[src/rtl/apo_pkg.sv]
/*
 * Package for the analog power override register bank: register offsets,
 * field positions, reset values and the number of forced sub-blocks.
 * Assumes a byte-addressed APB with 32-bit data and one register per word.
 */
package apo_pkg;

    localparam int          REG_W          = 8;
    localparam int          ADDR_W         = 12;
    localparam int          N_BLOCKS       = 14;

    // Printed offsets are register indices; the byte address is four times the index.
    localparam logic [7:0]  IDX_LINE_TRIM  = 8'h21;
    localparam logic [7:0]  IDX_OVR_A      = 8'h22;
    localparam logic [7:0]  IDX_OVR_B      = 8'h23;
    localparam logic [7:0]  IDX_STATE_A    = 8'h24;
    localparam logic [7:0]  IDX_STATE_B    = 8'h25;
    localparam logic [7:0]  IDX_SEQ_STATUS = 8'h30;

    localparam logic [ADDR_W-1:0] ADDR_LINE_TRIM  = {2'h0, IDX_LINE_TRIM, 2'h0};
    localparam logic [ADDR_W-1:0] ADDR_OVR_A      = {2'h0, IDX_OVR_A, 2'h0};
    localparam logic [ADDR_W-1:0] ADDR_OVR_B      = {2'h0, IDX_OVR_B, 2'h0};
    localparam logic [ADDR_W-1:0] ADDR_STATE_A    = {2'h0, IDX_STATE_A, 2'h0};
    localparam logic [ADDR_W-1:0] ADDR_STATE_B    = {2'h0, IDX_STATE_B, 2'h0};
    localparam logic [ADDR_W-1:0] ADDR_SEQ_STATUS = {2'h0, IDX_SEQ_STATUS, 2'h0};

    localparam logic [REG_W-1:0] RST_LINE_TRIM = 8'h03;
    localparam logic [REG_W-1:0] RST_OVR_A     = 8'h00;
    localparam logic [REG_W-1:0] RST_OVR_B     = 8'h00;
    localparam logic [REG_W-1:0] RST_STATE_A   = 8'h00;
    localparam logic [REG_W-1:0] RST_STATE_B   = 8'h00;

    // Line test trim fields.
    localparam int LOAD_CTRL_BIT0 = 3;
    localparam int LOAD_CTRL_BIT1 = 2;
    localparam int SLEW_CTRL_BIT0 = 1;
    localparam int SLEW_CTRL_BIT1 = 0;

    // Bank A fields (override and state share positions).
    localparam int A_BIAS_REF    = 5;
    localparam int A_DAC         = 4;
    localparam int A_DRIVER      = 3;
    localparam int A_BIAS        = 2;
    localparam int A_CM_FEEDBACK = 1;
    localparam int A_OUTSTAGE    = 0;
    localparam int A_USED        = 6;

    // Bank B fields.
    localparam int B_GAIN        = 7;
    localparam int B_MUTE        = 6;
    localparam int B_MUTE_DUMMY  = 5;
    localparam int B_CHARGE_PUMP = 4;
    localparam int B_OFFSET_CAL  = 3;
    localparam int B_SHORT_PROT  = 2;
    localparam int B_IMP_SENSE   = 1;
    localparam int B_IMP_WHOLE   = 0;

    localparam logic [31:0] DATA_ZERO = 32'h0000_0000;

endpackage

[src/rtl/apo_reg_cell.sv]
/*
 * One 8-bit read/write register with a byte-lane write and a reset value.
 * Assumes the write strobe is a single-cycle pulse on the register clock.
 */
`timescale 1ns/1ps
`default_nettype none

module apo_reg_cell
    import apo_pkg::*;
#(
    parameter logic [REG_W-1:0] RESET_VAL = 8'h00
)
(
    // Clock and reset
    input  wire logic             clock_i,
    input  wire logic             rstn_i,
    // Write port
    input  wire logic             wr_i,
    input  wire logic [REG_W-1:0] wdata_i,
    // Stored value
    output logic      [REG_W-1:0] value_o
);

    logic [REG_W-1:0] value_r;

    always_ff @(posedge clock_i or negedge rstn_i)
    begin
        if (!rstn_i)
        begin
            value_r <= RESET_VAL;
        end
        else if (wr_i)
        begin
            value_r <= wdata_i;
        end
    end

    assign value_o = value_r;

endmodule

`default_nettype wire

[src/rtl/apo_power_mux.sv]
/*
 * Per-block choice between the sequenced power control and a forced level.
 * Assumes the sequenced controls come from logic on the same clock.
 */
`timescale 1ns/1ps
`default_nettype none

module apo_power_mux
    import apo_pkg::*;
(
    // Clock and reset
    input  wire logic                clock_i,
    input  wire logic                rstn_i,
    // Selection inputs
    input  wire logic [N_BLOCKS-1:0] force_i,
    input  wire logic [N_BLOCKS-1:0] level_i,
    input  wire logic [N_BLOCKS-1:0] seq_pwr_up_i,
    // Effective power-up per block
    output logic      [N_BLOCKS-1:0] pwr_up_o
);

    logic [N_BLOCKS-1:0] pwr_up_nxt;
    logic [N_BLOCKS-1:0] pwr_up_r;

    // One selector per block; the vector is then held in a single register process.
    genvar g;
    generate
        for (g = 0; g < N_BLOCKS; g++)
        begin : g_blk
            assign pwr_up_nxt[g] = force_i[g] ? level_i[g] : seq_pwr_up_i[g];
        end
    endgenerate

    // Registered so the analog enables never glitch while a bank is rewritten.
    always_ff @(posedge clock_i or negedge rstn_i)
    begin
        if (!rstn_i)
        begin
            pwr_up_r <= '0;
        end
        else
        begin
            pwr_up_r <= pwr_up_nxt;
        end
    end

    assign pwr_up_o = pwr_up_r;

endmodule

`default_nettype wire

[src/rtl/analog_power_override_regs.sv]
/*
 * APB register bank for left-channel line test trims and forced power
 * states of the left analog sub-blocks, bias reference and charge pump.
 * Assumes an APB master on clock_i and a power sequencer on the same clock.
 */
`timescale 1ns/1ps
`default_nettype none

module analog_power_override_regs
    import apo_pkg::*;
(
    // Clock and reset
    input  wire logic                clock_i,
    input  wire logic                rstn_i,
    // APB slave
    input  wire logic                psel_i,
    input  wire logic                penable_i,
    input  wire logic                pwrite_i,
    input  wire logic [ADDR_W-1:0]   paddr_i,
    input  wire logic [31:0]         pwdata_i,
    input  wire logic [3:0]          pstrb_i,
    output logic      [31:0]         prdata_o,
    output logic                     pready_o,
    output logic                     pslverr_o,
    // Sequenced power controls
    input  wire logic [N_BLOCKS-1:0] seq_pwr_up_i,
    // Line test trims
    output logic      [1:0]          load_ctrl_o,
    output logic      [1:0]          slew_ctrl_o,
    // Effective power-up per block, bank B in 13..6, bank A in 5..0
    output logic      [N_BLOCKS-1:0] pwr_up_o
);

    logic             access;
    logic             wr_en;
    logic             hit_trim;
    logic             hit_ovr_a;
    logic             hit_ovr_b;
    logic             hit_st_a;
    logic             hit_st_b;
    logic             hit_status;
    logic             mapped;
    logic [REG_W-1:0] trim_q;
    logic [REG_W-1:0] ovr_a_q;
    logic [REG_W-1:0] ovr_b_q;
    logic [REG_W-1:0] st_a_q;
    logic [REG_W-1:0] st_b_q;
    logic [31:0]      rdata_nxt;
    logic [31:0]      prdata_r;
    logic             pslverr_r;
    logic [N_BLOCKS-1:0] force_vec;
    logic [N_BLOCKS-1:0] level_vec;
    logic [N_BLOCKS-1:0] pwr_up;

    // Zero-wait slave: every access completes in its first access cycle.
    assign access     = psel_i && penable_i;
    assign hit_trim   = (paddr_i == ADDR_LINE_TRIM);
    assign hit_ovr_a  = (paddr_i == ADDR_OVR_A);
    assign hit_ovr_b  = (paddr_i == ADDR_OVR_B);
    assign hit_st_a   = (paddr_i == ADDR_STATE_A);
    assign hit_st_b   = (paddr_i == ADDR_STATE_B);
    assign hit_status = (paddr_i == ADDR_SEQ_STATUS);
    assign mapped     = hit_trim || hit_ovr_a || hit_ovr_b || hit_st_a || hit_st_b || hit_status;
    // Only byte lane 0 holds data; a write without it leaves the register alone.
    assign wr_en      = access && pwrite_i && pstrb_i[0];

    // Whole bytes are stored, so reserved bits keep what was written.
    apo_reg_cell #(.RESET_VAL(RST_LINE_TRIM)) u_trim
    (
        .clock_i (clock_i),
        .rstn_i  (rstn_i),
        .wr_i    (wr_en && hit_trim),
        .wdata_i (pwdata_i[REG_W-1:0]),
        .value_o (trim_q)
    );

    apo_reg_cell #(.RESET_VAL(RST_OVR_A)) u_ovr_a
    (
        .clock_i (clock_i),
        .rstn_i  (rstn_i),
        .wr_i    (wr_en && hit_ovr_a),
        .wdata_i (pwdata_i[REG_W-1:0]),
        .value_o (ovr_a_q)
    );

    apo_reg_cell #(.RESET_VAL(RST_OVR_B)) u_ovr_b
    (
        .clock_i (clock_i),
        .rstn_i  (rstn_i),
        .wr_i    (wr_en && hit_ovr_b),
        .wdata_i (pwdata_i[REG_W-1:0]),
        .value_o (ovr_b_q)
    );

    apo_reg_cell #(.RESET_VAL(RST_STATE_A)) u_st_a
    (
        .clock_i (clock_i),
        .rstn_i  (rstn_i),
        .wr_i    (wr_en && hit_st_a),
        .wdata_i (pwdata_i[REG_W-1:0]),
        .value_o (st_a_q)
    );

    apo_reg_cell #(.RESET_VAL(RST_STATE_B)) u_st_b
    (
        .clock_i (clock_i),
        .rstn_i  (rstn_i),
        .wr_i    (wr_en && hit_st_b),
        .wdata_i (pwdata_i[REG_W-1:0]),
        .value_o (st_b_q)
    );

    assign load_ctrl_o = {trim_q[LOAD_CTRL_BIT1], trim_q[LOAD_CTRL_BIT0]};
    assign slew_ctrl_o = {trim_q[SLEW_CTRL_BIT1], trim_q[SLEW_CTRL_BIT0]};

    assign force_vec = {ovr_b_q, ovr_a_q[A_USED-1:0]};
    assign level_vec = {st_b_q, st_a_q[A_USED-1:0]};

    apo_power_mux u_mux
    (
        .clock_i      (clock_i),
        .rstn_i       (rstn_i),
        .force_i      (force_vec),
        .level_i      (level_vec),
        .seq_pwr_up_i (seq_pwr_up_i),
        .pwr_up_o     (pwr_up)
    );

    assign pwr_up_o = pwr_up;

    always_comb
    begin
        rdata_nxt = DATA_ZERO;
        unique case (1'b1)
            hit_trim:   rdata_nxt[REG_W-1:0] = trim_q;
            hit_ovr_a:  rdata_nxt[REG_W-1:0] = ovr_a_q;
            hit_ovr_b:  rdata_nxt[REG_W-1:0] = ovr_b_q;
            hit_st_a:   rdata_nxt[REG_W-1:0] = st_a_q;
            hit_st_b:   rdata_nxt[REG_W-1:0] = st_b_q;
            hit_status: rdata_nxt[N_BLOCKS-1:0] = pwr_up;
            default:    rdata_nxt = DATA_ZERO;
        endcase
    end

    // Read data is registered at the setup cycle so it is stable in the access cycle.
    always_ff @(posedge clock_i or negedge rstn_i)
    begin
        if (!rstn_i)
        begin
            prdata_r <= DATA_ZERO;
        end
        else if (psel_i && !penable_i && !pwrite_i)
        begin
            prdata_r <= rdata_nxt;
        end
    end

    always_ff @(posedge clock_i or negedge rstn_i)
    begin
        if (!rstn_i)
        begin
            pslverr_r <= 1'b0;
        end
        else if (psel_i && !penable_i)
        begin
            // The status word cannot be written; unmapped addresses also error.
            pslverr_r <= !mapped || (pwrite_i && hit_status);
        end
    end

    assign prdata_o  = prdata_r;
    assign pready_o  = 1'b1;
    assign pslverr_o = pslverr_r && access;

endmodule

`default_nettype wire

[config.mk]
export PLATFORM = sky130hd
export DESIGN_NAME = analog_power_override_regs
export DESIGN_NICKNAME = d
export VERILOG_FILES = /design/src/rtl/apo_pkg.sv /design/src/rtl/apo_reg_cell.sv /design/src/rtl/apo_power_mux.sv /design/src/rtl/analog_power_override_regs.sv
export SDC_FILE = /design/constraint.sdc
export NUM_CORES = 1
export LEC_CHECK = 0
export BUFFER_PORTS_ARGS = -buffer_cell sky130_fd_sc_hd__buf_2
export CAP_MARGIN = 30
export CORE_UTILIZATION = 41
export CTS_CLUSTER_DIAMETER = 100
export DETAILED_ROUTE_END_ITERATION = 7
export GPL_TIMING_DRIVEN = 0
export PLACE_DENSITY_LB_ADDON = 0.08
export REMOVE_ABC_BUFFERS = 1
export SLEW_MARGIN = 10
export SYNTH_ARGS = -nofsm -noshare
export SYNTH_HDL_FRONTEND = slang
export SYNTH_SLANG_ARGS = --single-unit
export TNS_END_PERCENT = 1
[constraint.sdc]
create_clock -name clock_i -period 1.3 [get_ports clock_i]
set_input_delay 0.26 -clock clock_i [delete_from_list [all_inputs] [get_ports clock_i]]
set_output_delay 0.26 -clock clock_i [all_outputs]
set_load 0.02 [all_outputs]
==> results.toml <==
[setup_path]
path_max_fanout = 8
regToRegStartpoint = "u_trim.value_o[3]"
worstRegToRegCells = 4
ff2ff_setup_slack_ns = -0.01
critPathKind = "primary input to flop"
r2r-end = "prdata_o[3]"
end_kind = "flop"
timing.critical_path.arrival_ns = 1.72
worst_setup_path_start_kind = "primary input"
critPathRequiredTime_ns = 1.52

[cts]
path_clk_slew_ns = 0.07
tritoncts_clock_tree = "done"
clock_sink_count = 69
clk_root_buffer_cell = "sky130_fd_sc_hd__clkbuf_8"
htree_levels = 3
cts_max_path_buffers = 2
clock_latency_ns = 0.34
cts_made_buffers = 9

[sta]
worst_slew_pin_slew_ns = 0.513
fin_crit_ns = 1.50
final-hold-violation-count = 0
timing.final.max_slew_violations = 0
post-route-worst-setup-slack_ns = -0.199
clock_skew_ns = 0.00742
grt_setup_unrepaired = "true"
rel_slew_slack_pct = 65.7
timing.hold.ws_ns = 0.149
tcrit_tclk_final_pct = 115
finalSetupViolCount = 42
peak_freq_mhz = 667

[power]
p_seq_share_pct = 52.8
net-switching-power_mw = 1.04
p_sw_share_pct = 25.0
peakVddDrop_uv = 528
combinationalPowerShare_pct = 9.6
power.internal_mw = 3.11
power.density_cell_area_mw_per_mm2 = 1000
share_clk_of_total_power_pct = 37.6
power.static_leakage_nw = 2.06

[global_routing]
largest_net_degree_at_the_start_of_global_routing = 61
global_route.overflow_total = 0
grt_antenna_before_repair = 0
global_route_wire_length_before_repair_um = 12800
grt_pass1_vias = 2343
gr-usage-all-layers_pct = 20.3

[die]
fp.dieArea_sq_mm = 0.00845
placement_rows = 32
boundaryPins = 119
initial_util_pct = 42.7
dieHeight_um = 91.9
design.core.area_sq_mm = 0.00777
die_w_um = 91.9

[synthesis]
synth.yosys.warnings = 0
syn_area_per_cell_sq_um = 13.0
synth-seq-area-share_pct = 52.2
synth_seq_cells = 69
synthArstFlopShare_pct = 100
postSynth.topFlopCell = "sky130_fd_sc_hd__dfrtp_1"
synth_enable_flop_cells = 0
synth_cells = 256
mappedNetlistArea_sq_mm = 0.00332
synth_cell_type_count = 36

[place]
numPortBuffers = 72
placed_area_sq_mm = 0.00368
place_ws_ns = -1.19
finalWeightedCongestion = 0.730
detailed_place_hpwl_um = 5140

[final_layout]
final_design_area_no_fill_sq_mm = 0.00414
count_of_filler_cells_inserted_in_the_layout = 727
most_frequent_cells_in_the_layout = "67 x sky130_fd_sc_hd__dfrtp_1, 63 x sky130_fd_sc_hd__buf_2, 48 x sky130_fd_sc_hd__mux2_2"
drive_above_1_share_pct = 52.8
design.final.nets = 403
synthToLayoutAreaGrowth_pct = 24.8
final_antenna_diode_count = 0
most_common_cell_after_layout_fill_and_taps_aside = "sky130_fd_sc_hd__dfrtp_1"

[min_path]
holdCritStartpoint = "seq_pwr_up_i[1]"
timing.hold.worst.class = "primary input to flop"
worstHoldPathCells = 2
hold-path-endpoint = "u_mux.pwr_up_o[1]"

[routing]
dr.pass1.iters = 4
drt_first_iter_violations = 85
antenna_left = 0
avgRoutedWirePerCell_um = 18.1
vias = 2333
vias_per_cell = 5.27
drt_drc_violations_left = 0
routed_wl_um = 8020

[job]
drv_cap = 0

[status]
outcome = "finished with violations"
failing_checks = "negative setup slack"
[registers in the layout, indices dropped and copies added (netlist names)]
signal and flops:
u_st_a.value_o 8, u_mux.pwr_up_o 14, prdata_o 14, pslverr_r 1
u_trim.value_o 8, u_st_b.value_o 8, u_ovr_a.value_o 8, u_ovr_b.value_o 8
[critical path, cell delays in order]
cell and delay [ns]:
sky130_fd_sc_hd__buf_6 0.09, sky130_fd_sc_hd__or3_4 0.43, sky130_fd_sc_hd__nor3_4 0.17, sky130_fd_sc_hd__nor3b_4 0.25, sky130_fd_sc_hd__buf_12 0.17, sky130_fd_sc_hd__mux2_2 0.33
[Yosys cell counts (all sizes together), types with 2 or more instances]
cell type   n  share of area (%)
a21oi       5               0.75
a221oi      7                1.8
a22o       12                3.2
a22oi       6                1.4
a32oi       8                2.1
and2b       2               0.53
and3        4               0.79
buf        29                6.5
clkbuf      4               0.45
conb        2               0.23
dfrtp      67                 51
dfstp       2                1.6
inv         4               0.45
mux2       64                 22
nand2      11                1.2
nand3       6               0.91
nor2        3               0.34
nor2b       2               0.38
nor3        2               0.30
nor3b       6                2.2
[area by class of cell]
| cell class | count | area (sq um) | area share (%) |
|---|---|---|---|
| clock buffers | 14 | 163 | 3.93 |
| clock inverters | 2 | 10.0 | 0.242 |
| inverters | 4 | 15.0 | 0.363 |
| multi-input cells | 167 | 1550 | 37.4 |
| flip-flops and latches | 69 | 1730 | 41.8 |
| well taps | 102 | 128 | 3.08 |
| repair buffers | 85 | 546 | 13.2 |
[through the flow]
step                      setup TNS, ns  utilization (%)  total power [mW]  instances
final                             -6.57             53.3              4.14        443
after global routing              -8.46             53.3              4.33        443
after CTS                         -5.78             52.9              4.20        442
after detailed placement         -51.78             47.4              2.59        416
after global placement           -81.39             46.8              2.58        414
after floorplan                  -18.60                -              2.38        240
[routing by layer]
| layer | part of all wire [%] | vias up | wire (um) | GRT usage [%] |
|---|---|---|---|---|
| met1 | 46 | 1182 | 3720 | 29.0 |
| met5 | 0 | - | 0 | 0 |
| met2 | 48 | 74 | 3830 | 30.9 |
| li1 | - | 1068 | - | - |
| met4 | 1.2 | 0 | 95 | 7.81 |
| met3 | 4.7 | 9 | 373 | 3.32 |
[repair_timing]
item / 4_1_cts / 5_1_grt
pin swaps: 5 / 5
endpoints found under the setup margin: 57 / 56
endpoints found under the hold margin: 9 / 0
setup buffers: 9 / 1
hold buffers: 1 / 0
resized for setup: 41 / 5
[power by group through the flow]
stage | Combinational [mW] | Sequential, mW | Clock (mW)
after detailed placement | 0.364 | 2.23 | 0
after global routing | 0.434 | 2.19 | 1.71
final | 0.397 | 2.19 | 1.56
after global placement | 0.349 | 2.23 | 0
after CTS | 0.397 | 2.19 | 1.61
after floorplan | 0.126 | 2.26 | 0
[how the worst max path moves through the flow]
stage / startpoint / endpoint / slack (ns) / depth (start not counted)
after global placement: paddr_i[4] / u_ovr_b.value_o[1] / -1.21 / 5
after floorplan: paddr_i[6] / u_trim.value_o[2] / -0.55 / 4
after detailed placement: paddr_i[4] / u_ovr_b.value_o[2] / -1.19 / 5
final: paddr_i[0] / u_st_a.value_o[2] / -0.20 / 6
after global routing: paddr_i[0] / u_st_a.value_o[2] / -0.26 / 6
after CTS: paddr_i[0] / u_ovr_b.value_o[2] / -0.18 / 5
[cells by family (layout without fill, tap and decap cells)]
group	Yosys count	count (layout)	share of synthesized area, %
AOI/OAI and AO/OA	40	40	9.66
buffers and inverters	37	105	7.36
DFF	69	69	52.2
muxes	64	64	21.7
other	2	19	0.226
and+or+nand+nor	44	44	8.87
Power figures use the tool's default switching activity.
